## src/hw/dps_pkg.sv

```systemverilog
package dps_pkg;
  // parameter numbers within the protection group, as keyed in on the keypad
  localparam logic [4:0] DPS_IDX_VREG = 5'h08;
  localparam logic [4:0] DPS_IDX_INLOSS_SEL = 5'h09;
  localparam logic [4:0] DPS_IDX_OUTLOSS_SEL = 5'h0a;
  localparam logic [4:0] DPS_IDX_HT_SEL = 5'h0d;
  localparam logic [4:0] DPS_IDX_HT_ACT = 5'h0e;
  localparam logic [4:0] DPS_IDX_HT_LVL = 5'h0f;
  localparam logic [4:0] DPS_IDX_HT_TIME = 5'h10;
  localparam logic [4:0] DPS_IDX_LT_SEL = 5'h11;
  localparam logic [4:0] DPS_IDX_LT_ACT = 5'h12;
  localparam logic [4:0] DPS_IDX_LT_LVL = 5'h13;
  localparam logic [4:0] DPS_IDX_LT_TIME = 5'h14;
  localparam logic [4:0] DPS_IDX_LEAK_SEL = 5'h17;
  localparam logic [4:0] DPS_IDX_EXT_ACT = 5'h18;
  localparam logic [4:0] DPS_IDX_EXT_TIME = 5'h19;
  // storage slots
  localparam int DPS_NREG = 14;
  localparam logic [3:0] DPS_S_VREG = 4'h0;
  localparam logic [3:0] DPS_S_INLOSS = 4'h1;
  localparam logic [3:0] DPS_S_OUTLOSS = 4'h2;
  localparam logic [3:0] DPS_S_HTSEL = 4'h3;
  localparam logic [3:0] DPS_S_HTACT = 4'h4;
  localparam logic [3:0] DPS_S_HTLVL = 4'h5;
  localparam logic [3:0] DPS_S_HTTIME = 4'h6;
  localparam logic [3:0] DPS_S_LTSEL = 4'h7;
  localparam logic [3:0] DPS_S_LTACT = 4'h8;
  localparam logic [3:0] DPS_S_LTLVL = 4'h9;
  localparam logic [3:0] DPS_S_LTTIME = 4'ha;
  localparam logic [3:0] DPS_S_LEAK = 4'hb;
  localparam logic [3:0] DPS_S_EXTACT = 4'hc;
  localparam logic [3:0] DPS_S_EXTTIME = 4'hd;
  localparam logic [3:0] DPS_S_NONE = 4'hf;
  // setting ranges and reset values
  localparam logic [15:0] DPS_LVL_MAX = 16'h012c;   // 300 percent
  localparam logic [15:0] DPS_TIME_MAX = 16'h0064;  // 10.0 s in 0.1 s steps
  localparam logic [15:0] DPS_SEL2_MAX = 16'h0002;
  localparam logic [15:0] DPS_SEL1_MAX = 16'h0001;
  localparam logic [15:0] DPS_RST_LVL = 16'h0096;   // 150 percent
  localparam logic [15:0] DPS_RST_TIME = 16'h0001;  // 0.1 s
  localparam logic [15:0] DPS_RST_LO_LVL = 16'h001e; // 30 percent
  // setting codes
  localparam logic [15:0] DPS_OFF = 16'h0000;
  localparam logic [15:0] DPS_ON = 16'h0001;
  localparam logic [15:0] DPS_DET_AT_SPEED = 16'h0001;
  localparam logic [15:0] DPS_DET_AT_RUN = 16'h0002;
  localparam logic [15:0] DPS_ACT_DECEL = 16'h0000;
  localparam logic [15:0] DPS_ACT_COAST = 16'h0001;
  localparam logic [15:0] DPS_ACT_CONT = 16'h0002;
  localparam logic [15:0] DPS_ACT_WARN = 16'h0001;
  localparam logic [15:0] DPS_EXT_AT_RUN = 16'h0001;
  // gating levels in percent of rated current
  localparam logic [15:0] DPS_INLOSS_MIN_PCT = 16'h001e; // 30
  localparam logic [15:0] DPS_OUTLOSS_MIN_PCT = 16'h000a; // 10
  localparam logic [15:0] DPS_LEAK_PCT = 16'h0032; // 50
  // relay function codes
  localparam logic [7:0] DPS_DO_HI_TORQUE = 8'h0c;    // 12
  localparam logic [7:0] DPS_DO_LO_TORQUE = 8'h19;    // 25
  // control methods
  localparam logic [1:0] DPS_MODE_VF = 2'h0;
  localparam logic [1:0] DPS_MODE_VF_ENC = 2'h1;
  // timing: detection time unit is 0.1 s
  localparam longint DPS_TIME_UNIT_NS = 100000000;
  localparam longint DPS_CLK_NS = 4;
  localparam int DPS_TICK_CYCLES = int'(DPS_TIME_UNIT_NS / DPS_CLK_NS);
  // keypad fault and warning codes
  localparam logic [3:0] DPS_F_NONE = 4'h0;
  localparam logic [3:0] DPS_F_INLOSS = 4'h1;
  localparam logic [3:0] DPS_F_OUTLOSS = 4'h2;
  localparam logic [3:0] DPS_F_LEAK = 4'h3;
  localparam logic [3:0] DPS_F_HT = 4'h4;
  localparam logic [3:0] DPS_F_LT = 4'h5;
  localparam logic [3:0] DPS_F_EXT = 4'h6;
  // supervisor states
  typedef enum logic [2:0] {
    DPS_ST_OK = 3'b001,
    DPS_ST_WARN = 3'b010,
    DPS_ST_TRIP = 3'b100
  } dps_state_type;
endpackage

```

## src/hw/dps_supervisor.sv

```systemverilog
`timescale 1ns/100ps
module dps_supervisor
  import dps_pkg::*;
#(
  parameter int TICK_CYCLES = DPS_TICK_CYCLES // cycles per 0.1 s step
)(
  input wire logic clock_in,
  input wire logic rst_in,
  input wire logic param_wr_in,           // parameter write strobe
  input wire logic param_rd_in,           // parameter read strobe
  input wire logic [4:0] param_idx_in,    // parameter number in group
  input wire logic [15:0] param_wdata_in, // value to store
  input wire logic run_in,                // run command active
  input wire logic at_speed_in,           // output reached set frequency
  input wire logic [1:0] control_mode_in, // control method
  input wire logic [15:0] out_current_pct_in, // percent of rated current
  input wire logic [15:0] torque_pct_in,  // percent of rated torque
  input wire logic [15:0] leakage_pct_in, // leakage, percent of rated
  input wire logic in_phase_loss_in,      // input loss sensed
  input wire logic out_phase_loss_in,     // output loss sensed
  input wire logic ext_fault_in,          // external fault terminal
  input wire logic fault_reset_in,        // keypad or terminal reset
  input wire logic [7:0] relay_one_func_in, // function of relay one
  input wire logic [7:0] relay_two_func_in, // function of relay two
  output logic [15:0] param_rd_data_out,  // read value, next cycle
  output logic param_rd_valid_out,        // read value valid
  output logic param_wr_err_out,          // last write refused
  output logic automatic_voltage_regulation_out, // regulate output volts
  output logic [3:0] fault_code_out,      // keypad fault display
  output logic [3:0] warn_code_out,       // keypad warning display
  output logic fault_contact_out,         // fault relay contact
  output logic coast_stop_out,            // free-run stop request
  output logic decel_stop_out,            // ramp-down stop request
  output logic relay_output_one_out,      // multi-function relay one
  output logic relay_output_two_out       // multi-function relay two
);

  // everything that is stored lives in this one record
  typedef struct packed {
    logic [DPS_NREG-1:0][15:0] regs; // parameter settings
    logic [31:0] tick_cnt;  // divider for the 0.1 s enable
    logic tick;             // one-cycle 0.1 s enable
    logic [15:0] ht_cnt;    // over-torque dwell, in steps
    logic [15:0] lt_cnt;    // low-torque dwell, in steps
    logic ht_det;           // over-torque detected
    logic lt_det;           // low-torque detected
    logic run_seen;         // a run has started since reset
    dps_state_type st;      // supervisor state
    logic [3:0] fault;
    logic [3:0] warn;
    logic contact;
    logic coast;
    logic decel;
    logic relay1;
    logic relay2;
    logic regulate;
    logic [15:0] rd_data;
    logic rd_valid;
    logic wr_err;
  } dps_regs_type;

  dps_regs_type s_q;
  dps_regs_type s_d;

  // parameter number to storage slot, used by read and write
  function automatic logic [3:0] slot_of(input logic [4:0] idx);
    case (idx)
      DPS_IDX_VREG: slot_of = DPS_S_VREG;
      DPS_IDX_INLOSS_SEL: slot_of = DPS_S_INLOSS;
      DPS_IDX_OUTLOSS_SEL: slot_of = DPS_S_OUTLOSS;
      DPS_IDX_HT_SEL: slot_of = DPS_S_HTSEL;
      DPS_IDX_HT_ACT: slot_of = DPS_S_HTACT;
      DPS_IDX_HT_LVL: slot_of = DPS_S_HTLVL;
      DPS_IDX_HT_TIME: slot_of = DPS_S_HTTIME;
      DPS_IDX_LT_SEL: slot_of = DPS_S_LTSEL;
      DPS_IDX_LT_ACT: slot_of = DPS_S_LTACT;
      DPS_IDX_LT_LVL: slot_of = DPS_S_LTLVL;
      DPS_IDX_LT_TIME: slot_of = DPS_S_LTTIME;
      DPS_IDX_LEAK_SEL: slot_of = DPS_S_LEAK;
      DPS_IDX_EXT_ACT: slot_of = DPS_S_EXTACT;
      DPS_IDX_EXT_TIME: slot_of = DPS_S_EXTTIME;
      default: slot_of = DPS_S_NONE;
    endcase
  endfunction

  // largest legal value of each slot; out-of-range writes are refused
  function automatic logic [15:0] max_of(input logic [3:0] slot);
    case (slot)
      DPS_S_HTSEL, DPS_S_LTSEL, DPS_S_EXTACT: max_of = DPS_SEL2_MAX;
      DPS_S_HTLVL, DPS_S_LTLVL: max_of = DPS_LVL_MAX;
      DPS_S_HTTIME, DPS_S_LTTIME: max_of = DPS_TIME_MAX;
      default: max_of = DPS_SEL1_MAX;
    endcase
  endfunction

  // detection window by selection: off, at speed, or whole run
  function automatic logic det_window(input logic [15:0] sel, input logic run,
                                      input logic at_speed);
    case (sel)
      DPS_DET_AT_SPEED: det_window = run && at_speed;
      DPS_DET_AT_RUN: det_window = run;
      default: det_window = 1'b0;
    endcase
  endfunction

  // relay follows the torque detector named by its function code
  function automatic logic relay_drive(input logic [7:0] func, input logic ht,
                                       input logic lt);
    case (func)
      DPS_DO_HI_TORQUE: relay_drive = ht;
      DPS_DO_LO_TORQUE: relay_drive = lt;
      default: relay_drive = 1'b0;
    endcase
  endfunction

  // reset image of the record
  function automatic dps_regs_type reset_image();
    dps_regs_type r;
    r = '0;
    r.regs[DPS_S_HTLVL] = DPS_RST_LVL;
    r.regs[DPS_S_HTTIME] = DPS_RST_TIME;
    r.regs[DPS_S_LTLVL] = DPS_RST_LO_LVL;
    r.regs[DPS_S_LTTIME] = DPS_RST_TIME;
    r.st = DPS_ST_OK;
    r.regulate = 1'b1;
    return r;
  endfunction

  // combinational helpers shared with the checks
  logic [15:0] torque_meas; // scaled against rated current or torque
  logic ht_cond;
  logic lt_cond;
  logic inloss_hit;
  logic outloss_hit;
  logic leak_hit;
  logic ext_hit;

  // condition terms, kept outside the next-state process for the checks
  always_comb
  begin
    // v/f modes measure current, vector modes torque
    if (control_mode_in == DPS_MODE_VF || control_mode_in == DPS_MODE_VF_ENC)
    begin
      torque_meas = out_current_pct_in;
    end
    else
    begin
      torque_meas = torque_pct_in;
    end
    ht_cond = det_window(s_q.regs[DPS_S_HTSEL], run_in, at_speed_in)
              && (torque_meas > s_q.regs[DPS_S_HTLVL]);
    lt_cond = det_window(s_q.regs[DPS_S_LTSEL], run_in, at_speed_in)
              && (torque_meas < s_q.regs[DPS_S_LTLVL]);
    // light load hides a phase loss, so it must not trip
    inloss_hit = (s_q.regs[DPS_S_INLOSS] == DPS_ON) && in_phase_loss_in
                 && (out_current_pct_in >= DPS_INLOSS_MIN_PCT);
    outloss_hit = (s_q.regs[DPS_S_OUTLOSS] == DPS_ON) && out_phase_loss_in
                  && (out_current_pct_in >= DPS_OUTLOSS_MIN_PCT);
    leak_hit = (s_q.regs[DPS_S_LEAK] == DPS_ON)
               && (leakage_pct_in >= DPS_LEAK_PCT);
    // timing 1 waits for the first run after reset
    ext_hit = ext_fault_in && ((s_q.regs[DPS_S_EXTTIME] != DPS_EXT_AT_RUN)
              || s_q.run_seen || run_in);
  end

  // next-state process
  always_comb
  begin
    logic [3:0] slot;
    logic [3:0] new_fault;
    logic want_coast;
    logic want_decel;
    logic [3:0] new_warn;
    slot = slot_of(param_idx_in);
    new_fault = DPS_F_NONE;
    want_coast = 1'b0;
    want_decel = 1'b0;
    new_warn = DPS_F_NONE;
    s_d = s_q;

    // parameter access; only one of write or read is honoured, write first
    s_d.rd_valid = 1'b0;
    if (param_wr_in)
    begin
      if (slot != DPS_S_NONE && param_wdata_in <= max_of(slot))
      begin
        s_d.regs[slot] = param_wdata_in;
        s_d.wr_err = 1'b0;
      end
      else
      begin
        s_d.wr_err = 1'b1; // unknown number or out of range
      end
    end
    else if (param_rd_in)
    begin
      s_d.rd_valid = 1'b1;
      s_d.rd_data = (slot == DPS_S_NONE) ? 16'h0000 : s_q.regs[slot];
    end

    // 0.1 s enable from the clock divider
    s_d.tick = 1'b0;
    if (s_q.tick_cnt >= 32'(TICK_CYCLES - 1))
    begin
      s_d.tick_cnt = '0;
      s_d.tick = 1'b1;
    end
    else
    begin
      s_d.tick_cnt = s_q.tick_cnt + 32'h00000001;
    end

    if (run_in)
    begin
      s_d.run_seen = 1'b1;
    end

    // dwell timers: restart on lapse, saturate at the set time
    if (!ht_cond)
    begin
      s_d.ht_cnt = '0;
    end
    else if (s_q.tick && s_q.ht_cnt < s_q.regs[DPS_S_HTTIME])
    begin
      s_d.ht_cnt = s_q.ht_cnt + 16'h0001;
    end
    if (!lt_cond)
    begin
      s_d.lt_cnt = '0;
    end
    else if (s_q.tick && s_q.lt_cnt < s_q.regs[DPS_S_LTTIME])
    begin
      s_d.lt_cnt = s_q.lt_cnt + 16'h0001;
    end
    s_d.ht_det = ht_cond && (s_q.ht_cnt >= s_q.regs[DPS_S_HTTIME]);
    s_d.lt_det = lt_cond && (s_q.lt_cnt >= s_q.regs[DPS_S_LTTIME]);

    // pick the cause; hard faults first, external fault last
    if (inloss_hit)
    begin
      new_fault = DPS_F_INLOSS;
      want_coast = 1'b1;
    end
    else if (outloss_hit)
    begin
      new_fault = DPS_F_OUTLOSS;
      want_coast = 1'b1;
    end
    else if (leak_hit)
    begin
      new_fault = DPS_F_LEAK;
      want_coast = 1'b1;
    end
    else if (s_q.ht_det && s_q.regs[DPS_S_HTACT] == DPS_ACT_DECEL)
    begin
      new_fault = DPS_F_HT;
      want_decel = 1'b1;
    end
    else if (s_q.lt_det && s_q.regs[DPS_S_LTACT] == DPS_ACT_DECEL)
    begin
      new_fault = DPS_F_LT;
      want_decel = 1'b1;
    end
    else if (ext_hit && s_q.regs[DPS_S_EXTACT] == DPS_ACT_DECEL)
    begin
      new_fault = DPS_F_EXT;
      want_decel = 1'b1;
    end
    else if (ext_hit && s_q.regs[DPS_S_EXTACT] == DPS_ACT_COAST)
    begin
      new_fault = DPS_F_EXT;
      want_coast = 1'b1;
    end

    // warnings only show, the drive keeps running
    if (s_q.ht_det && s_q.regs[DPS_S_HTACT] == DPS_ACT_WARN)
    begin
      new_warn = DPS_F_HT;
    end
    else if (s_q.lt_det && s_q.regs[DPS_S_LTACT] == DPS_ACT_WARN)
    begin
      new_warn = DPS_F_LT;
    end
    else if (ext_hit && s_q.regs[DPS_S_EXTACT] == DPS_ACT_CONT)
    begin
      new_warn = DPS_F_EXT;
    end

    // supervisor state; a new cause beats a reset in the same cycle
    case (s_q.st)
      DPS_ST_OK, DPS_ST_WARN:
      begin
        if (new_fault != DPS_F_NONE)
        begin
          s_d.st = DPS_ST_TRIP;
          s_d.fault = new_fault;
          s_d.contact = 1'b1;
          s_d.coast = want_coast;
          s_d.decel = want_decel;
        end
        else if (new_warn != DPS_F_NONE)
        begin
          s_d.st = DPS_ST_WARN;
        end
        else
        begin
          s_d.st = DPS_ST_OK;
        end
      end
      DPS_ST_TRIP:
      begin
        // first cause stays latched until reset
        if (fault_reset_in && new_fault == DPS_F_NONE)
        begin
          s_d.st = DPS_ST_OK;
          s_d.fault = DPS_F_NONE;
          s_d.contact = 1'b0;
          s_d.coast = 1'b0;
          s_d.decel = 1'b0;
        end
      end
      default:
      begin
        s_d.st = DPS_ST_OK;
      end
    endcase
    s_d.warn = new_warn;

    // relays registered from present detector state, regulation from the VREG setting
    s_d.relay1 = relay_drive(relay_one_func_in, s_q.ht_det, s_q.lt_det);
    s_d.relay2 = relay_drive(relay_two_func_in, s_q.ht_det, s_q.lt_det);
    s_d.regulate = (s_q.regs[DPS_S_VREG] == DPS_OFF);
  end

  // state register
  always_ff @(posedge clock_in)
  begin
    if (rst_in)
    begin
      s_q <= reset_image();
    end
    else
    begin
      s_q <= s_d;
    end
  end

  assign param_rd_data_out = s_q.rd_data;
  assign param_rd_valid_out = s_q.rd_valid;
  assign param_wr_err_out = s_q.wr_err;
  assign automatic_voltage_regulation_out = s_q.regulate;
  assign fault_code_out = s_q.fault;
  assign warn_code_out = s_q.warn;
  assign fault_contact_out = s_q.contact;
  assign coast_stop_out = s_q.coast;
  assign decel_stop_out = s_q.decel;
  assign relay_output_one_out = s_q.relay1;
  assign relay_output_two_out = s_q.relay2;
endmodule

```

## config.mk

```make
export PLATFORM = sky130hd
export DESIGN_NAME = dps_supervisor
export DESIGN_NICKNAME = d
export VERILOG_FILES = /design/src/hw/dps_pkg.sv /design/src/hw/dps_supervisor.sv
export SDC_FILE = /design/constraint.sdc
export NUM_CORES = 1
export LEC_CHECK = 0
export ABC_CLOCK_PERIOD_IN_PS = 7800
export BUFFER_PORTS_ARGS = -buffer_cell sky130_fd_sc_hd__buf_2
export CORE_MARGIN = 5
export CORE_UTILIZATION = 35
export DETAILED_ROUTE_END_ITERATION = 12
export GPL_TIMING_DRIVEN = 0
export SKIP_CTS_REPAIR_TIMING = 1
export SLEW_MARGIN = 10
export SYNTH_ARGS = -nofsm -noshare
export SYNTH_HDL_FRONTEND = slang
export SYNTH_SLANG_ARGS = --single-unit
```

## constraint.sdc

```tcl
create_clock -name clock_in -period 7.8 [get_ports clock_in]
set_input_delay 0.78 -clock clock_in [delete_from_list [all_inputs] [get_ports clock_in]]
set_output_delay 0.78 -clock clock_in [all_outputs]
set_load 0.1 [all_outputs]
```

==> reports/qor.yml <==
grt:
  track_usage: 0.2243
  grt_pass1_wl_um: 87730
  gr-total-overflow: 0
  grt_max_degree: 14
  grt_pass1_vias: 14460
  antenna_found_initial: 0
drt:
  routed_wl_um: 59400
  dr.pass1.iters: 5
  via_per_inst: 5.567
  postRouteAntennaNets: 0
  drc_errors: 0
  wl_per_cell_um: 21.95
  num_vias: 15060
  drt-initial-drc-count: 1385
clocking:
  cts.path.max_buffers: 3
  clk_latency_ns: 0.54
  cts_tree: "done"
  clkSinkCount: 325
  cts_buffers: 39
  cts_root_buffer: "clkbuf_16"
  clk_pin_slew_ns: 0.06
  htree_levels: 2
setup_path:
  path_class: "in -> reg"
  start_kind: "input port"
  slowest_delay_ns: 0.70
  cp-endpoint: "s_q[231]"
  worst_ep_required_time_ns: 8.16
  cp_data_arrival_time_ns: 6.04
  reg2reg_to: "s_q[39]"
  ff2ff_setup_slack_ns: 4.99
  critPathCaptureType: "register"
  r2r_start: "s_q[275]"
  cpMaxStageDelayCell: "o41ai_2"
  r2r_cells: 11
  cp_max_fo: 10
  cp_cell_sequence: "buf_2, inv_1, ha_1, nor2b_1, a32oi_1, nand2_4, nor2_2, clkbuf_1, a31oi_1, ha_1, nor2b_1, o21a_1, o21ai_1, a21oi_1, o41ai_2, nand4_1, buf_2, mux2i_1"
  worstSetupStartpoint: "param_idx_in[0]"
placed_design:
  io_buffers: 121
  routabilityCongestion: 1.026
  postPlaceCellArea_sq_mm: 0.01760
  post-dp-hpwl_um: 46080
  dp_cells: 2635
floorplan:
  dieWidth_um: 225.2
  io_pins: 129
  rows: 78
  initial_utilization: 0.3557
  coreArea_sq_mm: 0.04558
  fp.dieArea_sq_mm: 0.05072
  fp.dieH_um: 225.2
yosys:
  avgSynthCellArea_sq_um: 8.510
  async_reset_ff_frac: 0
  yosysWarnings: 0
  seq_area_frac_synth: 0.4013
  synth_top_area_share: 0.4013
  yosys_most_used_dff: "dfxtp_1"
  yosys.area.top_type: "dfxtp_1"
  synth.area.top_cells: "dfxtp_1 40%, mux2i_1 8.1%, nand2_1 7.7%, ha_1 6.1%, and3_1 3.1%"
  synth_area_sq_mm: 0.01621
  yosysMostFrequentCell: "nand2_1"
  synth_cell_types: 76
  netlist_instances: 1905
  synthTopCellsByCount: "331 x nand2_1, 325 x dfxtp_1, 131 x mux2i_1, 87 x inv_1, 87 x nand3_1"
  ys_seq_elements: 325
  synth_edf_count: 0
layout:
  drive_gt1_frac: 0.1359
  nets: 2252
  final_cell_area_sq_mm: 0.01895
  fin_util: 0.4159
  area_growth_pct: 16.92
  stdcell_count: 2706
sta:
  worst_slew_margin_rel: 0.2380
  rsz0062_at_grt: "false"
  skew_ns: 0.02164
  period_share: 0.7274
  maxSlewViolCount: 0
  finalSetupViolCount: 0
  min_period_ns: 5.673
  worst_pin_slew_ns: 1.135
  timing.setup.tns_ns: 0
  finalHoldViolCount: 0
  max_freq_mhz: 176.3
power:
  power.leakage_nw: 8.019
  p_per_area_mw_per_mm2: 210.8
  ir_drop_v: 0.0001442
min_path:
  hold_class: "in -> reg"
job:
  maxCapViolations: 0
outcome:
  status: "completed"
[area by class of cell]
class	instances	area (sq um)
Multi-Input combinational cell	1364	8728
Tap cell	600	750.7
Buffer	137	681.9
Clock buffer	53	1120
Timing Repair Buffer	122	610.6
Antenna cell	1	2.502
Fill cell	4554	26620
Sequential cell	325	6506
Clock inverter	17	227.7
Inverter	87	326.6
[through the flow]
step / worst slack (ns) / hold WS, ns / power, mW
2_1_floorplan: 3.343 / 0.4211 / 1.952
3_5_place_dp: 1.795 / 0.4512 / 2.111
6_report: 2.127 / 0.4142 / 3.996
3_3_place_gp: 1.879 / 0.4415 / 2.104
5_1_grt: 2.027 / 0.3948 / 4.106
4_1_cts: 2.361 / 0.3913 / 4.004
[critical path: cells and delay by family]
family | cells | cell delay, ns
and+or+nand+nor | 5 | 1.32
buffers and inverters | 4 | 1.18
AOI/OAI and AO/OA | 6 | 1.93
adders and majority gates | 2 | 0.65
muxes | 1 | 0.15
[where the power goes]
| group | switching [mW] | total (mW) | internal [mW] |
|---|---|---|---|
| Combinational | 0.303 | 0.410 | 0.107 |
| Clock | 0.736 | 1.91 | 1.17 |
| Sequential | 0.00759 | 1.68 | 1.67 |
| Total | 1.05 | 4.00 | 2.95 |
[layer usage]
metal | global-route usage | share of wire | vias to the layer above | routed length [um]
met5 | 0 | 0 | - | 0
met4 | 0.09410 | 0.048 | 0 | 2845
met3 | 0.03621 | 0.074 | 149 | 4416
met2 | 0.3674 | 0.46 | 672 | 27270
met1 | 0.2946 | 0.42 | 7152 | 24870
li1 | - | - | 7090 | -
[logic make-up (layout without fill, tap and decap cells)]
| group | Yosys count | in the layout | synth area share |
|---|---|---|---|
| flip-flops | 325 | 325 | 0.4013 |
| AND/OR/NAND/NOR | 798 | 798 | 0.2433 |
| buffers and inverters | 224 | 416 | 0.06221 |
| AO/OA/AOI/OAI | 306 | 306 | 0.1267 |
| adder cells (fa/ha/maj) | 79 | 79 | 0.06097 |
| multiplexers | 146 | 146 | 0.09130 |
| other | 1 | 10 | 0.0002313 |
| XOR/XNOR | 26 | 26 | 0.01405 |
[state kept, by name, summed over array words and instances, names as in the netlist]
name	count
automatic_voltage_regulation_out	1
relay_output_one_out	1
fault_contact_out	1
fault_code_out	3
param_rd_valid_out	1
s_q	295
relay_output_two_out	1
param_wr_err_out	1
warn_code_out	3
coast_stop_out	1
param_rd_data_out	16
decel_stop_out	1
[worst min path at each step]
stage | start | end | slack (ns) | cells past startpoint
5_1_grt | relay_one_func_in[6] | relay_output_one_out | 0.39 | 2
3_3_place_gp | s_q[71] | s_q[71] | 0.44 | 1
4_1_cts | relay_one_func_in[6] | relay_output_one_out | 0.39 | 2
2_1_floorplan | param_rd_data_out[2] | param_rd_data_out[2] | 0.42 | 2
3_5_place_dp | s_q[186] | s_q[186] | 0.45 | 2
6_report | relay_one_func_in[6] | relay_output_one_out | 0.41 | 2
[layout by cell type (no fill, tap or decap), drive strengths merged, types with 11 or more instances in the layout]
cell | netlist | routed
dfxtp | 325 | 325
a21oi | 87 | 87
o31ai | 30 | 30
or3 | 14 | 14
nor2 | 88 | 88
nor4 | 39 | 39
nor3 | 44 | 44
mux2i | 131 | 131
inv | 87 | 88
nand3 | 87 | 87
o21a | 12 | 12
a21o | 22 | 22
or4 | 23 | 23
buf | 60 | 182
nand2 | 336 | 336
xor2 | 11 | 11
ha | 79 | 79
nand4 | 38 | 38
o21ai | 36 | 36
o211ai | 51 | 51
xnor2 | 15 | 15
and3 | 80 | 80
mux2 | 15 | 15
clkbuf | 77 | 130
a31oi | 18 | 18
(Power assumes the default switching activity.)
